[src/drss_pkg.sv]
// Purpose: Shared constants and types for the refresh and self-refresh link.
// Assumes: One system clock at 250 MHz drives both ends.
// Notes: Times are kept in their own unit and turned into cycle counts here.
// ============================================================
// Notes on behaviour
// - Refresh only banks that are idle.
// - Meet required refresh count every rolling window.
// - Eight per-bank refreshes replace one all-bank.
// - At most eight all-bank refreshes per burst window.
// - Self-refresh time reduces required count, rounded up.
// - Regular scheme: one refresh per average interval.
// - Burst then pause, pause length bounded.
// - Switch to distributed only right after burst.
// - Self refresh counts as distributed; enter after burst.
// - Other banks stay usable during per-bank refresh.
// - Self-refresh entry decode needs prior clock-enable high.
// - Never drop clock enable during data operations.
// - Two no-ops after entry, then receivers off.
// - Clock enable low holds self refresh; rest ignored.
// - Own timer refreshes; link clock gated off.
// - Internal refresh within residency; hold residency time.
// - Clock may stop after entry; restart before exit.
// - Two stable clocks before clock enable rises.
// - Exit delay: clock enable high, no-ops only.
// - One refresh unit between exit and next entry.
// - All banks idle before self-refresh entry.
// - Refresh decode; CA3 picks all-bank or per-bank.
// - Per-bank target counter round-robin, resets on sync.
package drss_pkg;

  // ============================================================
  // Clock and time conversion
  localparam int CLK_NS = 4;  // System clock period in ns.

  // Least time to cycles, rounded up.
  function automatic int drss_cyc_up(input int ns);
    return (ns + CLK_NS - 1) / CLK_NS;
  endfunction : drss_cyc_up

  // ============================================================
  // Refresh timing
  localparam int REFRESH_WINDOW_MS = 32;  // Window at nominal temperature.
  localparam int REFRESH_WINDOW_DEF_CYC = REFRESH_WINDOW_MS * 1000000 / CLK_NS;
  localparam int REQ_REFRESHES_DEF = 8192;  // Required count per window.
  localparam int PULL_IN_DEF = 8;  // Refreshes a burst may run ahead.
  localparam int AB_CYCLE_NS = 130;  // All-bank refresh cycle time.
  localparam int AB_CYCLE_CYC = drss_cyc_up(AB_CYCLE_NS);
  localparam int PB_CYCLE_NS = 60;  // Single-bank refresh cycle time.
  localparam int PB_CYCLE_CYC = drss_cyc_up(PB_CYCLE_NS);
  localparam int BURST_MAX_AB = 8;  // All-bank refreshes per burst window.
  localparam int BURST_WINDOW_CYC = 4 * BURST_MAX_AB * AB_CYCLE_CYC;
  localparam int AB_GAP_CYC = BURST_WINDOW_CYC / BURST_MAX_AB;

  // ============================================================
  // Self-refresh timing
  localparam int MIN_SR_RES_NS = 15;  // Minimum self-refresh residency.
  localparam int MIN_SR_RES_CYC = drss_cyc_up(MIN_SR_RES_NS);
  localparam int SR_EXIT_NS = 140;  // Self-refresh exit delay.
  localparam int SR_EXIT_CYC = drss_cyc_up(SR_EXIT_NS);
  localparam int CPDED_NOPS = 2;  // No-ops inside the clock-enable delay.
  localparam int STABLE_CLK_CYCLES = 2;  // Stable clocks before exit.

  // ============================================================
  // Link clock and encodings
  localparam int LINK_PERIOD_NS = 64;
  localparam int LINK_HALF = LINK_PERIOD_NS / 2 / CLK_NS;  // In sys cycles.
  localparam int NUM_BANKS = 8;
  localparam logic [2:0] CA_REFRESH = 3'h4;  // CA2 high, CA1 and CA0 low.
  localparam logic [2:0] TEMP_NOMINAL = 3'h3;  // Status for the 32 ms window.

  // Controller end states.
  typedef enum logic [2:0] {
    CT_RUN = 3'b000,
    CT_NOP = 3'b001,
    CT_HOLD = 3'b010,
    CT_WAKE = 3'b011,
    CT_XSR = 3'b100
  } drss_ctl_e;

  // Device end states.
  typedef enum logic [1:0] {
    DV_ACTIVE = 2'b00,
    DV_ENTRY = 2'b01,
    DV_SELF = 2'b10,
    DV_EXIT = 2'b11
  } drss_dev_e;

endpackage : drss_pkg

[src/drss_link_if.sv]
// Purpose: Command and clock wires between controller and memory die.
// Assumes: The controller drives every wire; the die only listens.
// Notes: No clocking block; the die samples through synchronisers.
`timescale 1ns/1ps
interface drss_link_if;
  logic ck;  // Link clock made by the controller.
  logic cke;  // Clock enable, high when active.
  logic cs_n;  // Chip select, active low.
  logic [3:0] ca;  // Command bits CA3 to CA0.
  modport ctrl (output ck, output cke, output cs_n, output ca);
  modport dev (input ck, input cke, input cs_n, input ca);
endinterface : drss_link_if

[src/drss_ctrl_end.sv]
// Purpose: Controller end: refresh scheduling and self-refresh sequencing.
// Assumes: Bank idle and busy inputs come from logic on the same clock.
// Notes: Commands change on link clock falls and are taken on rises.
`timescale 1ns/1ps
module drss_ctrl_end
  import drss_pkg::*;
#(
  parameter int REFRESH_WINDOW_CYC = REFRESH_WINDOW_DEF_CYC,
  parameter int REQ_REFRESHES = REQ_REFRESHES_DEF,
  parameter int PULL_IN = PULL_IN_DEF
) (
  // Clock and reset.
  input wire logic i_clk_sys,
  input wire logic i_rst,
  // Link to the memory die.
  drss_link_if.ctrl link,
  // Bank and operation state from the command scheduler.
  input wire logic [NUM_BANKS-1:0] i_bank_idle,
  input wire logic i_op_busy,
  // Refresh policy.
  input wire logic i_use_pb,
  input wire logic i_burst_mode,
  input wire logic [2:0] i_temp_status,
  // Self-refresh requests.
  input wire logic i_sr_req,
  input wire logic i_sr_exit_req,
  // Status.
  output logic o_in_self_refresh,
  output logic o_ref_issued,
  output logic signed [15:0] o_credit,
  output logic o_rate_alert
);

  localparam int REFI_CYC = REFRESH_WINDOW_CYC / REQ_REFRESHES;
  localparam logic signed [15:0] PULL = 16'(PULL_IN);

  drss_ctl_e state_q;
  logic [3:0] div_cnt_q;  // Divider for the link clock.
  logic ck_q;  // Link clock.
  logic ck_run_q;  // Link clock allowed to rise.
  logic tog, rise_en, fall_en;
  logic cke_q, cs_n_q;
  logic [3:0] ca_q;
  logic [23:0] tick_cnt_q;  // Average refresh interval timer.
  logic tick;
  logic signed [15:0] credit_q;  // Refresh units owed, negative when ahead.
  logic burst_q;  // Burst/pause pattern active.
  logic [7:0] gap_q;  // Spacing to the next refresh.
  logic [2:0] pb_bank_q;  // Mirror of the die's per-bank target.
  logic ref_since_exit_q;  // A refresh unit since the last exit.
  logic [7:0] cnt_q;  // Edge or cycle counter per state.
  logic xsr_on_q;  // Exit delay has started.
  logic all_idle, want_ref, slot, sr_ok;
  logic do_sre, do_ab, do_pb, pb_last, unit_done, wake_go;

  // ============================================================
  // Link clock divider. The clock always finishes a high phase and then
  // parks low, so the die never sees a runt pulse when it stops.
  assign tog = (div_cnt_q == 4'(LINK_HALF - 1));
  assign rise_en = tog && ck_run_q && !ck_q;
  assign fall_en = tog && ck_q;

  always_ff @(posedge i_clk_sys) begin
    if (i_rst) begin
      div_cnt_q <= 4'h0;
      ck_q <= 1'b0;
    end else begin
      div_cnt_q <= tog ? 4'h0 : div_cnt_q + 4'h1;
      if (rise_en) begin
        ck_q <= 1'b1;
      end else if (fall_en) begin
        ck_q <= 1'b0;
      end
    end
  end

  // ============================================================
  // Scheduling decisions, made once per command slot.
  assign all_idle = &i_bank_idle;
  assign pb_last = (pb_bank_q == 3'(NUM_BANKS - 1));
  // Distributed pattern refreshes while owed; a burst runs ahead by up
  // to PULL_IN units, which bounds the pause that follows it.
  assign want_ref = burst_q ? (credit_q > -PULL)
                            : (credit_q > 16'sh0000);
  assign slot = fall_en && (state_q == CT_RUN) && (gap_q == 8'h00);
  // Entry only with banks idle, no data operation, a refresh since the
  // last exit, whole per-bank cycles, and, in the burst pattern, right after a burst.
  assign sr_ok = i_sr_req && all_idle && !i_op_busy
                 && ref_since_exit_q
                 && (pb_bank_q == 3'h0)
                 && (burst_q ? (credit_q == -PULL)
                             : (credit_q <= 16'sh0000));
  assign do_sre = slot && sr_ok;
  assign do_ab = slot && !sr_ok && want_ref && !i_use_pb
                 && all_idle;
  assign do_pb = slot && !sr_ok && want_ref && i_use_pb
                 && i_bank_idle[pb_bank_q];
  assign unit_done = do_ab || (do_pb && pb_last);
  assign wake_go = fall_en && (state_q == CT_WAKE)
                   && (cnt_q >= 8'(STABLE_CLK_CYCLES));

  // ============================================================
  // Interval timer. It stands cleared outside normal running and the exit delay, so time in
  // self refresh owes nothing and a partial interval is forgiven whole.
  assign tick = (tick_cnt_q == 24'(REFI_CYC - 1));

  always_ff @(posedge i_clk_sys) begin
    if (i_rst || (state_q != CT_RUN && state_q != CT_XSR)) begin
      tick_cnt_q <= 24'h000000;
    end else if (tick) begin
      tick_cnt_q <= 24'h000000;
    end else begin
      tick_cnt_q <= tick_cnt_q + 24'h000001;
    end
  end

  // Refresh credit: one unit owed per interval, one paid per all-bank
  // refresh or per complete per-bank cycle.
  always_ff @(posedge i_clk_sys) begin
    if (i_rst) begin
      credit_q <= 16'sh0000;
    end else begin
      credit_q <= credit_q + (tick ? 16'sh0001 : 16'sh0000)
                  - (unit_done ? 16'sh0001 : 16'sh0000);
    end
  end

  // Pattern choice. Leaving burst mode waits for the end of a burst so
  // no rolling window is left short by a pause.
  always_ff @(posedge i_clk_sys) begin
    if (i_rst) begin
      burst_q <= 1'b0;
    end else if (i_burst_mode) begin
      burst_q <= 1'b1;
    end else if (credit_q == -PULL && pb_bank_q == 3'h0) begin
      burst_q <= 1'b0;
    end
  end

  // Spacing between refreshes. Four all-bank cycle times between
  // all-bank refreshes keeps any burst window to eight of them.
  always_ff @(posedge i_clk_sys) begin
    if (i_rst) begin
      gap_q <= 8'h00;
    end else if (do_ab) begin
      gap_q <= 8'(AB_GAP_CYC);
    end else if (do_pb) begin
      gap_q <= 8'(PB_CYCLE_CYC);
    end else if (gap_q != 8'h00) begin
      gap_q <= gap_q - 8'h01;
    end
  end

  // Per-bank mirror and the refresh-since-exit flag.
  always_ff @(posedge i_clk_sys) begin
    if (i_rst) begin
      pb_bank_q <= 3'h0;
      ref_since_exit_q <= 1'b1;
    end else if (wake_go) begin
      pb_bank_q <= 3'h0;
      ref_since_exit_q <= 1'b0;
    end else begin
      if (do_ab) begin
        pb_bank_q <= 3'h0;
      end else if (do_pb) begin
        pb_bank_q <= pb_bank_q + 3'h1;
      end
      if (unit_done) begin
        ref_since_exit_q <= 1'b1;
      end
    end
  end

  // ============================================================
  // Command wires, updated on the fall ahead of the taking rise.
  always_ff @(posedge i_clk_sys) begin
    if (i_rst) begin
      cke_q <= 1'b1;
      cs_n_q <= 1'b1;
      ca_q <= 4'h0;
    end else if (fall_en) begin
      cs_n_q <= 1'b1;  // No-op unless a command is chosen.
      ca_q <= 4'h0;
      if (do_sre) begin
        cke_q <= 1'b0;
        cs_n_q <= 1'b0;
        ca_q <= {1'b0, CA_REFRESH};
      end else if (do_ab) begin
        cs_n_q <= 1'b0;
        ca_q <= {1'b1, CA_REFRESH};
      end else if (do_pb) begin
        cs_n_q <= 1'b0;
        ca_q <= {1'b0, CA_REFRESH};
      end else if (wake_go) begin
        cke_q <= 1'b1;
      end
    end
  end

  // ============================================================
  // Self-refresh sequence.
  always_ff @(posedge i_clk_sys) begin
    if (i_rst) begin
      state_q <= CT_RUN;
      cnt_q <= 8'h00;
      ck_run_q <= 1'b1;
      xsr_on_q <= 1'b0;
    end else begin
      case (state_q)
        CT_RUN: begin
          if (do_sre) begin
            state_q <= CT_NOP;
            cnt_q <= 8'h00;
          end
        end
        CT_NOP: begin
          // Count the entry rise and the two no-op rises after it.
          if (rise_en) begin
            cnt_q <= cnt_q + 8'h01;
            if (cnt_q == 8'(CPDED_NOPS)) begin
              state_q <= CT_HOLD;
              ck_run_q <= 1'b0;
              cnt_q <= 8'h00;
            end
          end
        end
        CT_HOLD: begin
          // Clock enable stays low; exit waits for the residency time.
          if (cnt_q != 8'(MIN_SR_RES_CYC)) begin
            cnt_q <= cnt_q + 8'h01;
          end else if (i_sr_exit_req) begin
            state_q <= CT_WAKE;
            ck_run_q <= 1'b1;
            cnt_q <= 8'h00;
          end
        end
        CT_WAKE: begin
          if (wake_go) begin
            state_q <= CT_XSR;
            cnt_q <= 8'h00;
            xsr_on_q <= 1'b0;
          end else if (rise_en) begin
            cnt_q <= cnt_q + 8'h01;
          end
        end
        CT_XSR: begin
          // The delay runs from the rise that takes clock enable high;
          // only no-ops go out meanwhile.
          if (!xsr_on_q) begin
            xsr_on_q <= rise_en;
          end else if (cnt_q == 8'(SR_EXIT_CYC - 1)) begin
            state_q <= CT_RUN;
          end else begin
            cnt_q <= cnt_q + 8'h01;
          end
        end
        default: begin
          state_q <= CT_RUN;
        end
      endcase
    end
  end

  // ============================================================
  // Outputs.
  assign link.ck = ck_q;
  assign link.cke = cke_q;
  assign link.cs_n = cs_n_q;
  assign link.ca = ca_q;

  always_ff @(posedge i_clk_sys) begin
    if (i_rst) begin
      o_in_self_refresh <= 1'b0;
      o_ref_issued <= 1'b0;
      o_credit <= 16'sh0000;
      o_rate_alert <= 1'b0;
    end else begin
      o_in_self_refresh <= (state_q != CT_RUN);
      o_ref_issued <= do_ab || do_pb;
      o_credit <= credit_q;
      // Window figures hold only at the nominal temperature status.
      o_rate_alert <= (i_temp_status != TEMP_NOMINAL);
    end
  end

endmodule : drss_ctrl_end

[src/flat_wrapper.sv]
// flat-port wrapper written by rule: the top's interface ports become plain ports
module drss_ctrl_end_flat import drss_pkg::*;
#(
  parameter int REFRESH_WINDOW_CYC = REFRESH_WINDOW_DEF_CYC,
  parameter int REQ_REFRESHES = REQ_REFRESHES_DEF,
  parameter int PULL_IN = PULL_IN_DEF
)
  (i_clk_sys, i_rst, i_bank_idle, i_op_busy, i_use_pb, i_burst_mode, i_temp_status, i_sr_req, i_sr_exit_req, o_in_self_refresh, o_ref_issued, o_credit, o_rate_alert, link_ck, link_cke, link_cs_n, link_ca);
  drss_link_if link_i ();
  input wire logic i_clk_sys;
  input wire logic i_rst;
  input wire logic [NUM_BANKS-1:0] i_bank_idle;
  input wire logic i_op_busy;
  input wire logic i_use_pb;
  input wire logic i_burst_mode;
  input wire logic [2:0] i_temp_status;
  input wire logic i_sr_req;
  input wire logic i_sr_exit_req;
  output logic o_in_self_refresh;
  output logic o_ref_issued;
  output logic signed [15:0] o_credit;
  output logic o_rate_alert;
  output wire logic [$bits(link_i.ck)-1:0] link_ck;
  output wire logic [$bits(link_i.cke)-1:0] link_cke;
  output wire logic [$bits(link_i.cs_n)-1:0] link_cs_n;
  output wire logic [$bits(link_i.ca)-1:0] link_ca;
  assign link_ck = link_i.ck;
  assign link_cke = link_i.cke;
  assign link_cs_n = link_i.cs_n;
  assign link_ca = link_i.ca;
  drss_ctrl_end #(.REFRESH_WINDOW_CYC(REFRESH_WINDOW_CYC), .REQ_REFRESHES(REQ_REFRESHES), .PULL_IN(PULL_IN)) u_core (.i_clk_sys(i_clk_sys), .i_rst(i_rst), .link(link_i), .i_bank_idle(i_bank_idle), .i_op_busy(i_op_busy), .i_use_pb(i_use_pb), .i_burst_mode(i_burst_mode), .i_temp_status(i_temp_status), .i_sr_req(i_sr_req), .i_sr_exit_req(i_sr_exit_req), .o_in_self_refresh(o_in_self_refresh), .o_ref_issued(o_ref_issued), .o_credit(o_credit), .o_rate_alert(o_rate_alert));
endmodule
[config.mk]
export PLATFORM = sky130hd
export DESIGN_NAME = drss_ctrl_end_flat
export DESIGN_NICKNAME = d
export VERILOG_FILES = /design/src/drss_pkg.sv /design/src/drss_link_if.sv /design/src/drss_ctrl_end.sv /design/src/flat_wrapper.sv
export SDC_FILE = /design/constraint.sdc
export NUM_CORES = 1
export LEC_CHECK = 0
export ABC_AREA = 1
export BUFFER_PORTS_ARGS = -buffer_cell sky130_fd_sc_hd__buf_4
export CORE_ASPECT_RATIO = 1.1
export CORE_MARGIN = 1
export CORE_UTILIZATION = 45
export DETAILED_ROUTE_END_ITERATION = 7
export GPL_TIMING_DRIVEN = 0
export MAX_ROUTING_LAYER = met4
export PLACE_DENSITY = 0.63
export REMOVE_ABC_BUFFERS = 1
export SLEW_MARGIN = 10
export SYNTH_ARGS = -nofsm -noshare
export SYNTH_HDL_FRONTEND = slang
export SYNTH_SLANG_ARGS = --single-unit
[constraint.sdc]
create_clock -name i_clk_sys -period 3.6 [get_ports i_clk_sys]
set_clock_uncertainty 0.2 [all_clocks]
set_input_delay 0.18 -clock i_clk_sys [delete_from_list [all_inputs] [get_ports i_clk_sys]]
set_output_delay 0.18 -clock i_clk_sys [all_outputs]
set_load 0.01 [all_outputs]
==> load_flow_metrics.sql <==
INSERT INTO impl_metrics (metric_group, metric, value, unit) VALUES
('outcome', 'status', 'completed', ''),
('setup_path', 'critical-path-slowest-cell', 'sky130_fd_sc_hd__fa_2', ''),
('floorplanning', 'dieWidth', '107', 'um'),
('yosys', 'synthTopCellsByCount', 'sky130_fd_sc_hd__nand2_1, sky130_fd_sc_hd__nor2_1, sky130_fd_sc_hd__inv_1, sky130_fd_sc_hd__dfxtp_1, sky130_fd_sc_hd__a21oi_1', ''),
('min_path', 'hold_ep', 'u_core.cnt_q[1]$_SDFFE_PP0P_', ''),
('power', 'static-leakage-power', '3.04', 'nW'),
('setup_path', 'startpoint', 'u_core.credit_q[8]$_SDFF_PP0_', ''),
('floorplanning', 'pin_count', '44', ''),
('routing', 'detailed_route_via_count', '4934', ''),
('yosys', 'synth_area', '0.00544', 'mm^2'),
('power', 'power.switching', '1.10', 'mW'),
('yosys', 'postSynth.topFlopCell', 'sky130_fd_sc_hd__dfxtp_1', ''),
('timing', 'final-hold-violation-count', '0', ''),
('timing', 'period_minus_slack', '3.40', 'ns'),
('yosys', 'syn_inst', '783', ''),
('final_layout', 'final_layout_size_suffix_gt1_frac', '0.203', ''),
('yosys', 'synthDistinctLibCells', '44', ''),
('clock_network', 'numClockSinks', '94', ''),
('clock_network', 'tritoncts', 'yes', ''),
('final_layout', 'fin_nets', '901', ''),
('yosys', 'synth.avg_cell_area', '6.95', 'um^2'),
('min_path', 'whs_path_depth', '2', ''),
('clock_network', 'numCtsBuffers', '9', ''),
('grt', 'grt_pass1_vias', '4499', ''),
('grt', 'grt_start_max_net_pins', '39', ''),
('timing', 'timing.final.crit_share', '0.944', ''),
('grt', 'grt_pass1_wl', '20.0', 'mm'),
('routing', 'count_of_tritonroute_iterations_in_the_first_routing_pass', '5', ''),
('setup_path', 'timing.rr.end', 'u_core.credit_q[10]$_SDFF_PP0_', ''),
('run', 'cap_violations', '0', ''),
('final_layout', 'fillers', '1109', ''),
('setup_path', 'crit_arrival', '3.42', 'ns'),
('setup_path', 'crit_path_start_kind', 'register', ''),
('timing', 'timing.final.setup_violations', '0', ''),
('clock_network', 'clock-root-buffer', 'sky130_fd_sc_hd__clkbuf_16', ''),
('min_path', 'hold_path_startpoint', 'i_rst', ''),
('power', 'clkPwrFrac', '0.301', ''),
('routing', 'routed_wire_length_per_instance', '11.9', 'um'),
('final_layout', 'area_delta_synth_final', '18.9', '%'),
('grt', 'global_route.usage.total', '0.202', ''),
('power', 'power_density', '489', 'mW/mm^2'),
('routing', 'antenna_left', '0', ''),
('setup_path', 'reg2reg_setup_slack', '0.20', 'ns'),
('setup_path', 'worst_setup_path_end_kind', 'register', ''),
('power', 'switching_share', '0.348', ''),
('final_layout', 'multiInputGateArea', '0.00315', 'mm^2'),
('floorplanning', 'core-area', '0.0116', 'mm^2'),
('yosys', 'synthMostInstantiatedCell', 'sky130_fd_sc_hd__nand2_1', ''),
('grt', 'antenna_found_initial', '0', ''),
('floorplanning', 'floorplan.initialDensity', '0.467', ''),
('timing', 'worst_pin_slew', '0.837', 'ns'),
('placed_design', 'postPlaceCellArea', '0.00588', 'mm^2'),
('timing', 'maxSlewViolCount', '0', ''),
('setup_path', 'critical-path-top-cell-by-count', 'sky130_fd_sc_hd__nand2_2', ''),
('placed_design', 'number_of_buffer_cells_added_on_primary_ports', '41', ''),
('timing', 'maxSlewHeadroom', '0.438', ''),
('clock_network', 'worst_skew_pair_later_pin_latency', '0.35', 'ns'),
('floorplanning', 'number_of_standard_cell_rows_in_the_floorplan', '41', ''),
('power', 'internal', '2.06', 'mW'),
('yosys', 'synth_top_area_cell', 'sky130_fd_sc_hd__dfxtp_1', ''),
('setup_path', 'worst-path-max-fanout', '4', ''),
('routing', 'route.final.wire_length', '11.8', 'mm'),
('power', 'combPwrFrac', '0.305', ''),
('clock_network', 'cts_buffer_depth', '2', ''),
('routing', 'viasPerCell', '4.95', ''),
('setup_path', 'required_time_of_the_critical_path', '3.62', 'ns'),
('setup_path', 'max_stage_delay', '0.37', 'ns'),
('final_layout', 'antenna_cells', '0', ''),
('setup_path', 'worst_r2r_startpoint', 'u_core.credit_q[8]$_SDFF_PP0_', ''),
('final_layout', 'area_used_by_sequential_logic_in_the_layout', '0.00190', 'mm^2'),
('placed_design', 'place.gp.congestion', '0.888', '');
-- worst max-delay path: cells and delay by family, from the launching register on --
kind                       cells  cell delay, ns
adders and majority gates      4            0.99
AOI/OAI and AO/OA              3            0.34
buffers and inverters          5            0.26
and+or+nand+nor               15            1.14
DFF                            1            0.34
-- layout by cell type, fill, tap and decap left out, types with 3 or more instances in the layout --
cell type                         n
sky130_fd_sc_hd__nand2_1        141
sky130_fd_sc_hd__nor2_1         116
sky130_fd_sc_hd__inv_1          103
sky130_fd_sc_hd__dfxtp_1         81
sky130_fd_sc_hd__buf_4           55
sky130_fd_sc_hd__a21oi_1         52
sky130_fd_sc_hd__nand3_1         37
sky130_fd_sc_hd__ha_1            33
sky130_fd_sc_hd__nand4_1         22
sky130_fd_sc_hd__o21ai_0         22
sky130_fd_sc_hd__inv_2           19
sky130_fd_sc_hd__nor2_2          17
sky130_fd_sc_hd__nand2_2         16
sky130_fd_sc_hd__xor2_1          15
sky130_fd_sc_hd__nor3_1          13
sky130_fd_sc_hd__dfxtp_2         11
sky130_fd_sc_hd__clkbuf_16        9
sky130_fd_sc_hd__nor2_4           6
sky130_fd_sc_hd__nand3_2          5
sky130_fd_sc_hd__nor4_1           4
sky130_fd_sc_hd__or2_2            4
sky130_fd_sc_hd__o211ai_1         4
sky130_fd_sc_hd__a31oi_1          4
sky130_fd_sc_hd__ha_4             4
sky130_fd_sc_hd__dlygate4sd3_1    4
sky130_fd_sc_hd__nand2_4          3
sky130_fd_sc_hd__clkinv_1         3
sky130_fd_sc_hd__or2_0            3
sky130_fd_sc_hd__o21ai_1          3
sky130_fd_sc_hd__ha_2             3
-- routing by layer --
layer	up-vias	wire length [um]	GRT usage
li1	2604	-	-
met1	2254	5640	0.252
met2	66	5730	0.325
met3	10	318	0.0389
met4	0	155	0.0693
met5	-	0	-
-- worst max-delay path by stage --
| stage | endpoint | cells after the start | slack [ns] |
|---|---|---|---|
| final | u_core.credit_q[10]$_SDFF_PP0_ | 27 | 0.20 |
| after floorplan | u_core.credit_q[10]$_SDFF_PP0_ | 26 | 0.34 |
| after global routing | u_core.credit_q[10]$_SDFF_PP0_ | 25 | -0.007 |
| after detailed placement | u_core.credit_q[10]$_SDFF_PP0_ | 27 | -0.15 |
| after CTS | u_core.credit_q[10]$_SDFF_PP0_ | 27 | 0.0003 |
| after global placement | u_core.credit_q[10]$_SDFF_PP0_ | 27 | -0.12 |
-- per-stage QoR --
step                      power [mW]  worst slack [ns]  instances
after floorplan                 1.98             0.336        772
after global placement          2.18            -0.119        963
after detailed placement        2.20            -0.150        963
after CTS                       3.18          0.000289        983
after global routing            3.39          -0.00711        996
final                           3.16             0.203        996
-- final cells by class --
cell class,count,share of cell area
timing repair buffer,59,0.0700
clock inverter,4,0.00735
inverter,127,0.0745
clock buffer,11,0.0375
sequential,94,0.294
tap,150,0.0290
multi-input combinational,551,0.487
-- power by group through the flow --
stage                     logic [mW]  clock network (mW)  registers, mW
after floorplan                0.735                   0           1.25
after global placement         0.918                   0           1.26
after detailed placement       0.938                   0           1.26
after CTS                      0.949               0.986           1.24
after global routing            1.10                1.03           1.26
final                          0.963               0.953           1.25
-- timing repair --
action / in CTS / in global routing
buffers inserted: 1 / 13
hold buffers: 4 / 0
endpoints found under the hold margin: 3 / 0
gates resized for setup: 12 / 56
pin swaps: 3 / 22
endpoints found under the setup margin: 5 / 10
-- cells by family after synthesis --
kind of cell / synth area share
adder cells (fa/ha/maj): 0.0957
flip-flops: 0.346
AND/OR/NAND/NOR: 0.337
XOR/XNOR: 0.0242
AO/OA/AOI/OAI: 0.0978
other: 0.000689
buffers and inverters: 0.0985
-- state kept, by name, indices dropped and copies added, names as in the netlist --
signal                    count
u_core.burst_q                1
u_core.ck_run_q               1
u_core.cnt_q                  8
u_core.credit_q              16
u_core.div_cnt_q              4
u_core.gap_q                  8
u_core.link.ca                2
u_core.link.ck                1
u_core.link.cke               1
u_core.link.cs_n              1
u_core.o_credit              16
u_core.o_in_self_refresh      1
u_core.o_rate_alert           1
u_core.o_ref_issued           1
u_core.pb_bank_q              3
u_core.ref_since_exit_q       1
u_core.state_q                3
u_core.tick_cnt_q            24
u_core.xsr_on_q               1
Note: power is estimated with default switching activity, not from simulation.
